<file path="config.mk">
export PLATFORM = sky130hd
export DESIGN_NAME = dual_output_pwm_sigma_delta
export DESIGN_NICKNAME = d
export VERILOG_FILES = /design/src/verilog/pwm_pkg.sv /design/src/verilog/pwm_tick_if.sv /design/src/verilog/pwm_prescaler.sv /design/src/verilog/pwm_density_acc.sv /design/src/verilog/dual_output_pwm_sigma_delta.sv
export SDC_FILE = /design/constraint.sdc
export NUM_CORES = 1
export LEC_CHECK = 0
export BUFFER_PORTS_ARGS = -buffer_cell sky130_fd_sc_hd__buf_2
export CAP_MARGIN = 10
export CORE_MARGIN = 2
export CORE_UTILIZATION = 30
export DETAILED_ROUTE_END_ITERATION = 10
export PLACE_DENSITY = 0.45
export SYNTH_ARGS = -nofsm -noshare
export SYNTH_HDL_FRONTEND = slang
export SYNTH_SLANG_ARGS = --single-unit
</file>
<file path="constraint.sdc">
create_clock -name clk_sys_i -period 5.71 [get_ports clk_sys_i]
set_input_delay 0.2855 -clock clk_sys_i [delete_from_list [all_inputs] [get_ports clk_sys_i]]
set_output_delay 0.2855 -clock clk_sys_i [all_outputs]
set_load 0.05 [all_outputs]
</file>
<file path="src/verilog/pwm_pkg.sv">
/*
 * Shared constants for the dual-output modulator: special-function register
 * addresses, control field positions, reset values, prescaler limits and
 * the mode encoding.
 * Assumes an 8-bit special-function register space on the processor side.
 */
package pwm_pkg;

    ////////////////////////////////////////////////////////////////////////
    // Register addresses in the special-function space
    localparam logic [7:0] ADDR_MODULATOR_CONTROL = 8'hae;
    localparam logic [7:0] ADDR_PULSE_WIDTH_LOW = 8'hb1;
    localparam logic [7:0] ADDR_PULSE_WIDTH_HIGH = 8'hb2;
    localparam logic [7:0] ADDR_CYCLE_WIDTH_LOW = 8'hb3;
    localparam logic [7:0] ADDR_CYCLE_WIDTH_HIGH = 8'hb4;

    ////////////////////////////////////////////////////////////////////////
    // Control register layout
    localparam int MODE_MSB = 6;
    localparam int MODE_LSB = 4;
    localparam int DIV_MSB = 3;
    localparam int DIV_LSB = 2;
    localparam int SRC_MSB = 1;
    localparam int SRC_LSB = 0;
    localparam logic [7:0] CONTROL_WRITE_MASK = 8'h7f; // Bit 7 not implemented

    ////////////////////////////////////////////////////////////////////////
    // Reset values
    localparam logic [7:0] CONTROL_RESET = 8'h00;
    localparam logic [7:0] DATA_RESET = 8'h00;
    localparam logic [7:0] READ_UNMAPPED = 8'h00;

    ////////////////////////////////////////////////////////////////////////
    // Prescaler terminal counts for divide by 1, 4, 16 and 64
    localparam logic [5:0] DIV_LIMIT_1 = 6'h00;
    localparam logic [5:0] DIV_LIMIT_4 = 6'h03;
    localparam logic [5:0] DIV_LIMIT_16 = 6'h0f;
    localparam logic [5:0] DIV_LIMIT_64 = 6'h3f;

    ////////////////////////////////////////////////////////////////////////
    // Counter limits
    localparam logic [15:0] FULL_COUNT = 16'hffff;
    localparam logic [15:0] COUNT_ONE = 16'h0001;

    ////////////////////////////////////////////////////////////////////////
    // Operating modes as held in the control register
    typedef enum logic [2:0] {
        MODE_OFF = 3'h0,
        MODE_SINGLE16 = 3'h1,
        MODE_TWIN8 = 3'h2,
        MODE_TWIN16 = 3'h3,
        MODE_NRZ = 3'h4,
        MODE_DUAL8 = 3'h5,
        MODE_RZ = 3'h6,
        MODE_HOLD = 3'h7
    } mode_type;

endpackage : pwm_pkg

</file>
<file path="src/verilog/pwm_tick_if.sv">
/*
 * Bundle between the modulator core and its prescaler: divider select,
 * restart request, divided tick and the first-half phase flag.
 * Assumes both ends run on the same system clock.
 */
`timescale 1ns/1ps

interface pwm_tick_if;
    logic [1:0] div_sel;  // Divider code from control
    logic restart;        // Clears the prescaler phase
    logic tick;           // One-cycle pulse per PWM clock
    logic first_half;     // High during the first half of a PWM clock

    modport gen (input div_sel, input restart, output tick, output first_half);
    modport use_side (output div_sel, output restart, input tick, input first_half);
endinterface : pwm_tick_if

</file>
<file path="src/verilog/pwm_prescaler.sv">
/*
 * Divides the selected PWM source tick by 1, 4, 16 or 64 and reports the
 * phase inside each divided clock.
 * Assumes src_tick_i is a one-cycle pulse synchronous to clk_sys_i.
 */
`timescale 1ns/1ps

module pwm_prescaler
    import pwm_pkg::*;
(
    input wire logic clk_sys_i,
    input wire logic reset_n_i,
    input wire logic src_tick_i,
    pwm_tick_if.gen tick_if
);

    logic [5:0] phase_q; // Source ticks seen in this PWM clock
    logic [5:0] limit;   // Terminal count for the chosen divider

    ////////////////////////////////////////////////////////////////////////
    // Divider decode
    always_comb begin
        case (tick_if.div_sel)
            2'h0: limit = DIV_LIMIT_1;
            2'h1: limit = DIV_LIMIT_4;
            2'h2: limit = DIV_LIMIT_16;
            default: limit = DIV_LIMIT_64;
        endcase
    end

    // Phase counter, restarted with the main counter
    always_ff @(posedge clk_sys_i) begin
        if (!reset_n_i || tick_if.restart) begin
            phase_q <= 6'h00;
        end else if (src_tick_i) begin
            phase_q <= (phase_q == limit) ? 6'h00 : phase_q + 6'h01;
        end
    end

    assign tick_if.tick = src_tick_i && (phase_q == limit);
    // Divide by 1 cannot be halved, so the whole clock counts as first half;
    // halving before the add keeps divide by 64 from overflowing six bits
    assign tick_if.first_half = (limit == DIV_LIMIT_1) ||
        (phase_q < ((limit >> 1) + 6'h01));

endmodule : pwm_prescaler

</file>
<file path="src/verilog/pwm_density_acc.sv">
/*
 * First-order pulse-density accumulator: adds its value on every step and
 * reports the carry as the output bit for that PWM clock.
 * Assumes step_i is a one-cycle pulse and value_i is stable between steps.
 */
`timescale 1ns/1ps

module pwm_density_acc #(
    parameter int WIDTH = 16
) (
    input wire logic clk_sys_i,
    input wire logic reset_n_i,
    input wire logic clear_i,
    input wire logic step_i,
    input wire logic [WIDTH-1:0] value_i,
    output logic carry_o
);

    logic [WIDTH-1:0] acc_q; // Running residue
    logic [WIDTH:0] sum;     // Residue plus value with carry

    assign sum = {1'b0, acc_q} + {1'b0, value_i};

    ////////////////////////////////////////////////////////////////////////
    // Accumulate; carry spreads high clocks evenly over the window
    always_ff @(posedge clk_sys_i) begin
        if (!reset_n_i || clear_i) begin
            acc_q <= '0;
            carry_o <= 1'b0;
        end else if (step_i) begin
            acc_q <= sum[WIDTH-1:0];
            carry_o <= sum[WIDTH];
        end
    end

endmodule : pwm_density_acc

</file>
<file path="src/verilog/dual_output_pwm_sigma_delta.sv">
/*
 * Dual-output pulse-width and pulse-density modulator with its control and
 * data registers on the special-function register port.
 * Assumes a processor SFR port synchronous to clk_sys_i and a selected PWM
 * source tick supplied from outside; the source mux itself lives elsewhere.
 */
// How it works
// - Mode zero: idle, both pins released
// - Single mode: cycle pair sets period
// - Single mode: pulse pair sets duty
// - Twin 8-bit: cycle low byte sets period
// - Twin 8-bit: first falls at pulse low
// - Twin 8-bit: second rises/falls at high bytes
// - Twin 16-bit: counter spans full 16 bits
// - Twin 16-bit: first high below pulse pair
// - Twin 16-bit: second high below cycle pair
// - Twin 16-bit: both rise together at zero
// - NRZ density: high exactly value clocks per window
// - Density highs spread evenly, sigma-delta style
// - RZ density: high only first half-clock when divided above 1
// - Dual 8-bit: independent periods and duties
// - Dual 8-bit: low bytes first, high second
// - One clock source and prescaler for both
// - Mode seven: outputs off, pins released
// - Control bits 6..4 select eight modes
// - Control write resets the counter
// - Low byte held in 16-bit modes; high write commits, pair used from next cycle end
`timescale 1ns/1ps

module dual_output_pwm_sigma_delta
    import pwm_pkg::*;
(
    input wire logic clk_sys_i,
    input wire logic reset_n_i,
    input wire logic [7:0] sfr_addr_i,
    input wire logic [7:0] sfr_wdata_i,
    input wire logic sfr_wr_i,
    input wire logic sfr_rd_i,
    input wire logic pwm_src_tick_i,
    output logic [7:0] sfr_rdata_o,
    output logic [1:0] clk_source_sel_o,
    output logic first_output_o,
    output logic second_output_o,
    output logic first_output_pin_sel_o,
    output logic second_output_pin_sel_o,
    output logic alt_first_output_pin_sel_o,
    output logic alt_second_output_pin_sel_o
);

    ////////////////////////////////////////////////////////////////////////
    // Declarations
    logic [7:0] control_q;      // Mode, divider and source fields
    logic [7:0] pulse_low_q;    // Visible pulse low byte
    logic [7:0] pulse_high_q;   // Visible pulse high byte
    logic [7:0] cycle_low_q;    // Visible cycle low byte
    logic [7:0] cycle_high_q;   // Visible cycle high byte
    logic [7:0] pulse_hold_q;   // Hidden low byte awaiting commit
    logic [7:0] cycle_hold_q;   // Hidden low byte awaiting commit
    logic [15:0] act_pulse_q;   // Pulse pair in use this cycle
    logic [15:0] act_cycle_q;   // Cycle pair in use this cycle
    logic [15:0] count_q;       // Shared PWM counter
    logic [7:0] count2_q;       // Second counter, dual 8-bit only
    logic twin_second_q;        // Set/reset state of second twin output
    logic [1:0] carry;          // Density accumulator bits
    logic [15:0] density_val [2]; // Values fed to the accumulators
    mode_type mode;             // Decoded mode field
    logic wide_mode;            // A 16-bit mode is selected
    logic running;              // Counter is allowed to move
    logic control_wr;           // Control register write strobe
    logic wrap;                 // Main counter ends its cycle this tick
    logic wrap2;                // Second counter ends its cycle this tick
    logic first_d;
    logic second_d;
    logic [3:0] sel_d;          // Pin ownership: first, second, alt first, alt second
    logic [7:0] read_mux;

    pwm_tick_if tick_if ();

    ////////////////////////////////////////////////////////////////////////
    // Mode decode
    assign mode = mode_type'(control_q[MODE_MSB:MODE_LSB]);
    assign wide_mode = (mode == MODE_SINGLE16) || (mode == MODE_TWIN16) ||
        (mode == MODE_NRZ) || (mode == MODE_RZ);
    // Modes 0 and 7 both park the counter at zero
    assign running = (mode != MODE_OFF) && (mode != MODE_HOLD);
    assign control_wr = sfr_wr_i && (sfr_addr_i == ADDR_MODULATOR_CONTROL);

    ////////////////////////////////////////////////////////////////////////
    // Control register; bit 7 is not implemented and reads zero
    always_ff @(posedge clk_sys_i) begin
        if (!reset_n_i) begin
            control_q <= CONTROL_RESET;
        end else if (control_wr) begin
            control_q <= sfr_wdata_i & CONTROL_WRITE_MASK;
        end
    end

    ////////////////////////////////////////////////////////////////////////
    // Data registers; in 16-bit modes the low byte waits in a hidden
    // register so the pair never changes half-way between two writes
    always_ff @(posedge clk_sys_i) begin
        if (!reset_n_i) begin
            pulse_low_q <= DATA_RESET;
            pulse_high_q <= DATA_RESET;
            cycle_low_q <= DATA_RESET;
            cycle_high_q <= DATA_RESET;
            pulse_hold_q <= DATA_RESET;
            cycle_hold_q <= DATA_RESET;
        end else if (sfr_wr_i) begin
            case (sfr_addr_i)
                ADDR_PULSE_WIDTH_LOW: begin
                    if (wide_mode) begin
                        pulse_hold_q <= sfr_wdata_i;
                    end else begin
                        pulse_low_q <= sfr_wdata_i;
                    end
                end
                ADDR_PULSE_WIDTH_HIGH: begin
                    pulse_high_q <= sfr_wdata_i;
                    if (wide_mode) begin
                        pulse_low_q <= pulse_hold_q;
                    end
                end
                ADDR_CYCLE_WIDTH_LOW: begin
                    if (wide_mode) begin
                        cycle_hold_q <= sfr_wdata_i;
                    end else begin
                        cycle_low_q <= sfr_wdata_i;
                    end
                end
                ADDR_CYCLE_WIDTH_HIGH: begin
                    cycle_high_q <= sfr_wdata_i;
                    if (wide_mode) begin
                        cycle_low_q <= cycle_hold_q;
                    end
                end
                default: begin
                end
            endcase
        end
    end

    ////////////////////////////////////////////////////////////////////////
    // Register read port; answer lands one cycle after the read strobe
    always_comb begin
        case (sfr_addr_i)
            ADDR_MODULATOR_CONTROL: read_mux = control_q;
            ADDR_PULSE_WIDTH_LOW: read_mux = pulse_low_q;
            ADDR_PULSE_WIDTH_HIGH: read_mux = pulse_high_q;
            ADDR_CYCLE_WIDTH_LOW: read_mux = cycle_low_q;
            ADDR_CYCLE_WIDTH_HIGH: read_mux = cycle_high_q;
            default: read_mux = READ_UNMAPPED; // Unmapped reads as zero
        endcase
    end

    always_ff @(posedge clk_sys_i) begin
        if (!reset_n_i) begin
            sfr_rdata_o <= READ_UNMAPPED;
        end else if (sfr_rd_i) begin
            sfr_rdata_o <= read_mux;
        end
    end

    ////////////////////////////////////////////////////////////////////////
    // One prescaler serves both outputs; there is no per-output clock
    assign tick_if.div_sel = control_q[DIV_MSB:DIV_LSB];
    assign tick_if.restart = control_wr || !running;

    pwm_prescaler u_prescaler (
        .clk_sys_i(clk_sys_i),
        .reset_n_i(reset_n_i),
        .src_tick_i(pwm_src_tick_i),
        .tick_if(tick_if)
    );

    // Source select is only exported; the external mux picks the clock
    always_ff @(posedge clk_sys_i) begin
        if (!reset_n_i) begin
            clk_source_sel_o <= 2'h0;
        end else begin
            clk_source_sel_o <= control_q[SRC_MSB:SRC_LSB];
        end
    end

    ////////////////////////////////////////////////////////////////////////
    // End-of-cycle detection per mode
    always_comb begin
        case (mode)
            // Period register gives the cycle length; zero means 65536
            MODE_SINGLE16: wrap = (count_q == act_cycle_q - COUNT_ONE);
            MODE_TWIN8: wrap = (count_q[7:0] == act_cycle_q[7:0]);
            MODE_DUAL8: wrap = (count_q[7:0] == act_cycle_q[7:0]);
            default: wrap = (count_q == FULL_COUNT);
        endcase
    end

    assign wrap2 = (count2_q == act_cycle_q[15:8]);

    ////////////////////////////////////////////////////////////////////////
    // Shared counter; control writes restart it from zero
    always_ff @(posedge clk_sys_i) begin
        if (!reset_n_i || control_wr || !running) begin
            count_q <= 16'h0000;
        end else if (tick_if.tick) begin
            count_q <= wrap ? 16'h0000 : count_q + COUNT_ONE;
        end
    end

    // Independent second counter for the dual 8-bit mode
    always_ff @(posedge clk_sys_i) begin
        if (!reset_n_i || control_wr || mode != MODE_DUAL8) begin
            count2_q <= 8'h00;
        end else if (tick_if.tick) begin
            count2_q <= wrap2 ? 8'h00 : count2_q + 8'h01;
        end
    end

    ////////////////////////////////////////////////////////////////////////
    // Working copies reload only at a main-counter cycle boundary or a restart, so a new
    // value never cuts into a main-counter cycle; a dual 8-bit second cycle can be cut
    always_ff @(posedge clk_sys_i) begin
        if (!reset_n_i) begin
            act_pulse_q <= 16'h0000;
            act_cycle_q <= 16'h0000;
        end else if (control_wr || !running || (tick_if.tick && wrap)) begin
            act_pulse_q <= {pulse_high_q, pulse_low_q};
            act_cycle_q <= {cycle_high_q, cycle_low_q};
        end
    end

    ////////////////////////////////////////////////////////////////////////
    // Twin 8-bit second output: rises at the cycle high byte, falls at
    // the pulse high byte; the fall wins when both match
    always_ff @(posedge clk_sys_i) begin
        if (!reset_n_i || control_wr || mode != MODE_TWIN8) begin
            twin_second_q <= 1'b0;
        end else if (tick_if.tick) begin
            if (count_q[7:0] == act_pulse_q[15:8]) begin
                twin_second_q <= 1'b0;
            end else if (count_q[7:0] == act_cycle_q[15:8]) begin
                twin_second_q <= 1'b1;
            end
        end
    end

    ////////////////////////////////////////////////////////////////////////
    // Pulse-density accumulators, one per output
    assign density_val[0] = act_pulse_q;
    assign density_val[1] = act_cycle_q;

    generate
        for (genvar ch = 0; ch < 2; ch++) begin : g_density
            pwm_density_acc #(
                .WIDTH(16)
            ) u_acc (
                .clk_sys_i(clk_sys_i),
                .reset_n_i(reset_n_i),
                .clear_i(control_wr || !(mode == MODE_NRZ || mode == MODE_RZ)),
                .step_i(tick_if.tick),
                .value_i(density_val[ch]),
                .carry_o(carry[ch])
            );
        end
    endgenerate

    ////////////////////////////////////////////////////////////////////////
    // Output selection per mode
    always_comb begin
        first_d = 1'b0;
        second_d = 1'b0;
        sel_d = 4'h0; // Pins released unless a mode claims them
        case (mode)
            MODE_SINGLE16: begin
                first_d = (count_q < act_pulse_q);
                sel_d = 4'h1;
            end
            MODE_TWIN8: begin
                first_d = (count_q[7:0] < act_pulse_q[7:0]);
                second_d = twin_second_q;
                sel_d = 4'h3;
            end
            MODE_TWIN16: begin
                // Both go high together when the counter is back at zero
                first_d = (count_q < act_pulse_q);
                second_d = (count_q < act_cycle_q);
                sel_d = 4'h3;
            end
            MODE_NRZ: begin
                first_d = carry[0];
                second_d = carry[1];
                sel_d = 4'hc;        // NRZ density output uses the alternate pins
            end
            MODE_DUAL8: begin
                first_d = (count_q[7:0] < act_pulse_q[7:0]);
                second_d = (count2_q < act_pulse_q[15:8]);
                sel_d = 4'h3;
            end
            MODE_RZ: begin
                // Needs a divider above 1 to have a second half at all
                first_d = carry[0] && tick_if.first_half;
                second_d = carry[1] && tick_if.first_half;
                sel_d = 4'h3;
            end
            default: begin
                sel_d = 4'h0;
            end
        endcase
    end

    ////////////////////////////////////////////////////////////////////////
    // Output flops
    always_ff @(posedge clk_sys_i) begin
        if (!reset_n_i) begin
            first_output_o <= 1'b0;
            second_output_o <= 1'b0;
            first_output_pin_sel_o <= 1'b0;
            second_output_pin_sel_o <= 1'b0;
            alt_first_output_pin_sel_o <= 1'b0;
            alt_second_output_pin_sel_o <= 1'b0;
        end else begin
            first_output_o <= first_d;
            second_output_o <= second_d;
            first_output_pin_sel_o <= sel_d[0];
            second_output_pin_sel_o <= sel_d[1];
            alt_first_output_pin_sel_o <= sel_d[2];
            alt_second_output_pin_sel_o <= sel_d[3];
        end
    end

    ////////////////////////////////////////////////////////////////////////
    // Checks
    property p_idle_release;
        @(posedge clk_sys_i) disable iff (!reset_n_i)
        (mode == MODE_OFF) |=> !first_output_pin_sel_o && !second_output_pin_sel_o &&
            !alt_first_output_pin_sel_o && !alt_second_output_pin_sel_o;
    endproperty
    a_idle_release: assert property (p_idle_release)
        else $error("pins claimed in mode zero");

    property p_hold_release;
        @(posedge clk_sys_i) disable iff (!reset_n_i)
        (mode == MODE_HOLD) |=> !first_output_o && !second_output_o &&
            !first_output_pin_sel_o && !second_output_pin_sel_o && count_q == 16'h0000;
    endproperty
    a_hold_release: assert property (p_hold_release)
        else $error("mode seven left outputs or counter active");

    property p_ctrl_resets;
        @(posedge clk_sys_i) disable iff (!reset_n_i)
        control_wr |=> (count_q == 16'h0000);
    endproperty
    a_ctrl_resets: assert property (p_ctrl_resets)
        else $error("control write did not reset counter");

    property p_low_held;
        @(posedge clk_sys_i) disable iff (!reset_n_i)
        (sfr_wr_i && wide_mode && sfr_addr_i == ADDR_PULSE_WIDTH_LOW) |=>
            $stable(pulse_low_q) && (pulse_hold_q == $past(sfr_wdata_i));
    endproperty
    a_low_held: assert property (p_low_held)
        else $error("low byte bypassed the hidden register");

    property p_full_wrap;
        @(posedge clk_sys_i) disable iff (!reset_n_i)
        (mode == MODE_TWIN16 && tick_if.tick && count_q == FULL_COUNT && !control_wr)
            |=> (count_q == 16'h0000) ##1 ((first_output_o == ($past(act_pulse_q) != 16'h0000)) &&
            (second_output_o == ($past(act_cycle_q) != 16'h0000)));
    endproperty
    a_full_wrap: assert property (p_full_wrap)
        else $error("twin 16-bit counter wrap wrong");

    property p_step;
        @(posedge clk_sys_i) disable iff (!reset_n_i)
        (running && tick_if.tick && !wrap && !control_wr) |=>
            (count_q == $past(count_q) + COUNT_ONE);
    endproperty
    a_step: assert property (p_step)
        else $error("counter did not advance on tick");

    property p_rz_half;
        @(posedge clk_sys_i) disable iff (!reset_n_i)
        (mode == MODE_RZ && !tick_if.first_half) |=> !first_output_o && !second_output_o;
    endproperty
    a_rz_half: assert property (p_rz_half)
        else $error("RZ output high in second half");

    property p_nrz_carry;
        @(posedge clk_sys_i) disable iff (!reset_n_i)
        (mode == MODE_NRZ && !control_wr) |=> (second_output_o == $past(carry[1])) &&
            alt_second_output_pin_sel_o;
    endproperty
    a_nrz_carry: assert property (p_nrz_carry)
        else $error("NRZ output not from accumulator");

endmodule : dual_output_pwm_sigma_delta

</file>
==> metrics.md, run 1 <==
| Metric | Value |
|---|---|
| Mapped Cells | 1225 |
| DR WL/cell | 17.84 um |
| Initial antenna violation count | 0 |
| CTS tree | yes |
| Least-Margin Pin Slew | 1.044 ns |
| Synth area leader | dfxtp_1 |
| GPL Wtd Cong | 0.8030 |
| Switching Share | 24.95% |
| Seq/Total Area, Yosys | 32.51% |
| I/O pins | 37 |
| Die height | 189.2 um |
| Reg power frac | 47.5% |
| First drt pass iteration count | 6 |
| Post-synth cell types | 67 |
| CORE AREA | 0.03362 mm2 |
| Fraction of layout cells with a size suffix above 1 | 7.955% |
| DR vias | 8538 |
| Gate power share | 3.8% |
| Total GRT Usage | 17.41% |
| Status | finished, final reports clean |
| Vias per cell | 5.082 |
| Power Total | 2.464 mW |
| Die Width | 189.2 um |
| Worst Path Max Fanout | 14 |
| Minimum clock period | 3.503 ns |
| WS Path Type | reg -> reg |
| Crit share post-route | 61.35% |
| Final setup vio count | 0 |
| CTS root buffer | clkbuf_16 |
| Syn avg cell area | 8.396 um2 |
| FF+latch count, synth | 167 |
| Lkg Pwr | 4.593 nW |
| Synth top area share | 32.51% |
| Final Hold Vio Count | 0 |
| Port Buf Inserts | 36 |
| CTS clock-pin slew for the worst setup and hold paths | 0.07 ns |
| Crit end category | flop |
| Hold Crit Class | in -> reg |
| Cell internal pwr | 1.849 mW |
| Unrepaired setup endpoints after global routing | no |
| Switch Pwr | 615.0 uW |
| Syn Std Cell Area | 0.01028 mm2 |
| First-pass GRT wire length | 48.40 mm |
| Count leader, synth | nand2_1 |
| Clock group share of total power | 48.7% |
| Worst skew pair latency | 0.45 ns |
| Starting Density | 30.60% |
| Post-route ant nets | 0 |
| # H-tree levels | 4 |
| Main synth FF type | dfxtp_1 |
| Detailed Route Iter0 Violations | 584 |
| # clock sinks | 167 |
| Final wirelength | 29.96 mm |
| Vias in the first global route | 8245 |
| CTS Buffer Depth | 2 |
| Area growth syn-to-layout | 11.02% |
| FFs w/ async S/R, synth | 0% |
| Setup_tns | 0 ns |
| CP startpoint kind | flop |
| Top post-synthesis cells by area | dfxtp_1, ha_1, mux2i_1 |
| Diode count | 0 |
| Peak VDD IR | 195.4 uV |
| Placed Cells | 1648 |
| Die area | 0.03578 mm2 |
| Layout Nets | 1322 |
| DP HPWL | 21.66 mm |
| Worst path required time | 5.99 ns |
| Post-synth top cells | nand2_1, dfxtp_1, ha_1, nor2_1, mux2i_1 |
| Post-CTS Hold Fix Bufs | 0 |
| Clock skew | 0.01422 ns |
| Largest net degree at the start of global routing | 71 |
| Post-CTS sizing | 0 |
| Worst slew margin | 30.14% |
| Post-CTS setup buffer count | 0 |
| Max Clock Freq | 285.5 MHz |
| Final Max Tran Viols | 0 |
| DRC viols | 0 |
| Number of synthesized flops with an enable pin | 0 |
| Overflow after GRT | 0 |
| Crit path DAT | 3.79 ns |
| Rows | 67 |
| Maxcap violations | 0 |
| Num CTS Buffers | 17 |
| Synth warn | 0 |
| Cell Pwr Density | 215.8 mW/mm2 |
| Post-route insts no fill | 1680 |
[worst max-delay path, cell delays in order, from the launching register on]
cell and delay, ns:
dfxtp_1 0.36, inv_1 0.16, ha_1 0.20, nor3b_2 0.46
a21oi_1 0.14, nor3b_1 0.30, xnor2_1 0.10, a211oi_1 0.24
nand4_1 0.15, o31a_1 0.30, o21ai_1 0.80, nor2_1 0.13
[state kept, by name (all words and copies together), names as in the netlist, 16 cells and up]
name	count
act_cycle_q	16
act_pulse_q	16
count_q	16
g_density.u_acc.acc_q	32
[power groups by stage]
| stage | Clock, mW | Combinational, mW | Sequential (mW) |
|---|---|---|---|
| global route | 1.28 | 0.102 | 1.17 |
| detailed placement | 0 | 0.0944 | 1.20 |
| CTS | 1.23 | 0.0945 | 1.17 |
| finish | 1.20 | 0.0935 | 1.17 |
| global placement | 0 | 0.0942 | 1.20 |
| floorplan | 0 | 0.0506 | 1.21 |
[final cells by class]
type                       count  area (um2)
clock buffer                  17       425.4
clock inverter                15       166.4
fill                        3504       22200
inverter                      53       198.9
multi-input combinational    933        6459
sequential                   167        3343
tap                          448       560.5
timing repair buffer          47       265.3
[stage by stage]
step | utilization, % | hold slack, ns | cell area, um2 | worst slack [ns]
after floorplan | - | 0.4356 | 10290 | 2.805
after global placement | 32.21 | 0.4438 | 10830 | 2.286
after CTS | 33.97 | 0.1894 | 11420 | 2.219
after detailed placement | 32.21 | 0.4526 | 10830 | 2.225
final | 33.97 | 0.2167 | 11420 | 2.207
after global routing | 33.97 | 0.1964 | 11420 | 1.830
[layout by cell type (no fill, tap or decap), drive strengths merged, types with 43 or more instances in the layout]
cell / Yosys / final
a21oi: 46 / 46
nor2: 80 / 80
nand3: 43 / 43
dfxtp: 167 / 167
buf: 13 / 47
mux2i: 76 / 76
inv: 52 / 59
xnor2: 47 / 47
nand2: 179 / 179
ha: 80 / 80
[routing by layer]
layer / wire [um] / GRT usage (%) / part of all wire [%] / up-vias
met5: 0 / 0 / 0 / -
met4: 661 / 5.739 / 2.2 / 0
met3: 900 / 2.502 / 3.0 / 33
met2: 13200 / 27.01 / 44 / 129
met1: 15210 / 24.67 / 51 / 4083
li1: - / - / - / 4293
[cells by family (layout without fill, tap and decap cells)]
group	after synthesis	count (layout)	synth area share, %
buffers and inverters	126	132	4.915
adders and majority gates	82	82	10.12
DFF	167	167	32.51
xor gates and xnor gates	89	89	7.713
muxes	84	84	8.273
other	1	2	0.03646
AOI/OAI and AO/OA	236	236	16.08
and+or+nand+nor	440	440	20.35
[path summary, 6_finish.rpt]
kind	depth (start not counted)	from	to	slack [ns]
max reg2reg	11	act_cycle_q[1]$_SDFFE_PN0P_	count_q[5]$_SDFFE_PP0P_	2.21
max	11	act_cycle_q[1]$_SDFFE_PN0P_	count_q[5]$_SDFFE_PP0P_	2.21
min reg2reg	2	g_density[0].u_acc.acc_q[9]$_SDFFE_PP0P_	g_density[0].u_acc.acc_q[9]$_SDFFE_PP0P_	0.46
min	3	sfr_wdata_i[7]	cycle_high_q[7]$_SDFFE_PN0P_	0.22
No activity file was read; power rests on OpenSTA's default activity.
==> run 2, diff against run 1 <==
Clock period 5.71 ns to 3.49 ns, I/O delays scaled along.
==> metrics.md, run 2 (same netlist as run 1, synthesis figures left out) <==
| Metric | Value |
|---|---|
| Vias per cell | 5.051 (-0.60%) |
| Worst Path Max Fanout | 32 (+18) |
| First-pass GRT wire length | 48.80 mm (+0.83%) |
| Cell Area, Placed | 0.01107 mm2 (+2.3%) |
| First drt pass iteration count | 5 (-1) |
| Final Hold Vio Count | 0 (unchanged) |
| Worst setup margin | 0.2574 ns (-1.949 ns) |
| Largest Register | g_density.u_acc.acc_q |
| # clock sinks | 167 (unchanged) |
| DR vias | 8643 (+1.2%) |
| Least-Margin Pin Slew | 0.6805 ns (-0.3635 ns) |
| Total GRT Usage | 17.64% (+0.24 points) |
| Clock skew | 0.01697 ns (+0.002750 ns) |
| Pre-CTS WS | 0.3158 ns (-1.909 ns) |
| Status | finished, final reports clean |
| # H-tree levels | 4 (unchanged) |
| Maxcap violations | 0 (unchanged) |
| Fraction of layout cells with a size suffix above 1 | 10.21% (+2.3 points) |
| Final wirelength | 30.67 mm (+2.3%) |
| DRC viols | 0 (unchanged) |
| Initial antenna violation count | 0 (unchanged) |
| DR WL/cell | 17.92 um (+0.49%) |
| Power Total | 4.010 mW (+63%) |
| Post-CTS Hold Fix Bufs | 0 (unchanged) |
| Num CTS Buffers | 17 (unchanged) |
| Worst hold stages | 3 (unchanged) |
| CTS tree | yes |
| Most common cell after layout, fill and taps aside | nand2_1 |
| Final setup vio count | 0 (unchanged) |
| Util after Layout | 34.67% (+0.71 points) |
| Post-CTS sizing | 0 (unchanged) |
| Crit end category | flop |
| Vias in the first global route | 8419 (+2.1%) |
| Final Max Tran Viols | 0 (unchanged) |
| CTS clock-pin slew for the worst setup and hold paths | 0.08 ns (about the same) |
| Unrepaired setup endpoints after global routing | no |
| CORE AREA | 0.03362 mm2 (unchanged) |
| FF-to-FF path depth | 12 (+1) |
| Starting Density | 30.60% (unchanged) |
| FF-to-FF Start | act_cycle_q[1]$_SDFFE_PN0P_ |
| Die Width | 189.2 um (unchanged) |
| Port Buf Inserts | 36 (unchanged) |
| I/O pins | 37 (unchanged) |
| CP startpoint kind | flop |
| Setup_tns | 0 ns (unchanged) |
| Lkg Pwr | 4.751 nW (+3.4%) |
| Peak VDD IR | 345.9 uV (+77%) |
| Detailed Route Iter0 Violations | 466 (-20%) |
| Layout Nets | 1353 (+2.3%) |
| Post-CTS setup buffer count | 0 (unchanged) |
| Crit share post-route | 92.62% (+31 points) |
| HP Start | sfr_wdata_i[7] |
| Largest net degree at the start of global routing | 75 (+5.6%) |
| Cell Pwr Density | 344.0 mW/mm2 (+59%) |
| Worst path required time | 3.79 ns (-2.20 ns) |
| CTS Buffer Depth | 2 (unchanged) |
| Rows | 67 (unchanged) |
| Die height | 189.2 um (unchanged) |
| Hold_ws | 0.07967 ns (-0.1371 ns) |
| Max Clock Freq | 309.3 MHz (+8.4%) |
| Max reg flops | 32 (unchanged) |
| Hold Crit Class | in -> reg |
| GPL Wtd Cong | 0.8636 (+7.5%) |
| Post-route ant nets | 0 (unchanged) |
| Worst skew pair latency | 0.44 ns (about the same) |
| Diode count | 0 (unchanged) |
| Worst slew margin | 54.63% (+24 points) |
| Post-route insts no fill | 1711 (+1.8%) |
| Area growth syn-to-layout | 13.33% |
| Minimum clock period | 3.233 ns (-0.2705 ns) |
| Placed Cells | 1679 (+1.9%) |
| Most frequent cells in the layout | nand2_1, dfxtp_1, nor2_1, ha_1, mux2i_1 |
| WS Path Type | reg -> reg |
| Overflow after GRT | 0 (unchanged) |
| Crit path from | act_cycle_q[1]$_SDFFE_PN0P_ |
| CTS root buffer | clkbuf_16 |
| DP HPWL | 22.58 mm (+4.2%) |
| Final instance area | 0.01166 mm2 (+2.1%) |
| Crit path DAT | 3.53 ns (-0.26 ns) |
| Layout filler cell count | 3526 (+0.63%) |
| Die area | 0.03578 mm2 (unchanged) |
## run 2: cell types whose count changed in the layout (fill, tap and decap cells not counted), sizes merged
| cell | delta |
|---|---|
| inv | +1 |
| buf | +31 |
| clkinv | -2 |
| clkinvlp | +2 |
| bufinv | -1 |
## run 2: final cells by class
type	instances	area, um2	area share, %
inverters	53	198.9	1.707
clock inverters	15	158.9	1.363
multi-input cells	933	6459	55.41
flip-flops and latches	167	3343	28.68
clock buffers	17	425.4	3.650
well taps	448	560.5	4.809
repair buffers	78	510.5	4.380
## run 2: report_power, final
| part | switching [mW] | internal (mW) |
|---|---|---|
| combinational | 0.113 | 0.0461 |
| sequential | 0.00366 | 1.91 |
| clock | 0.920 | 1.02 |
| total | 1.04 | 2.97 |
## run 2: routing by layer
layer	GRT usage [%]	vias to the layer above	routed length, um	part of all wire, %
li1	-	4355	-	-
met3	3.077	32	1080	3.5
met5	0	-	0	0
met1	23.92	4124	14880	49
met2	28.26	132	14030	46
met4	5.950	0	670	2.2
## run 2: path summary, 6_finish.rpt
kind / to / slack [ns]
worst max register to register: act_cycle_q[3]$_SDFFE_PN0P_ / 0.26
worst min register to register: g_density[0].u_acc.acc_q[0]$_SDFFE_PP0P_ / 0.46
worst max-delay path: act_cycle_q[3]$_SDFFE_PN0P_ / 0.26
worst min-delay path: cycle_high_q[7]$_SDFFE_PN0P_ / 0.08
## run 2: worst max-delay path: stages (launching register included)
cell and delay [ns]:
dfxtp_1 0.36, inv_1 0.15, ha_1 0.20, nor3b_2 0.47, and4_1 0.33, xnor2_1 0.16
a21oi_1 0.10, nor3b_1 0.18, nand4_1 0.12, o31a_1 0.29, o211a_1 0.21, buf_4 0.28
mux2i_1 0.18
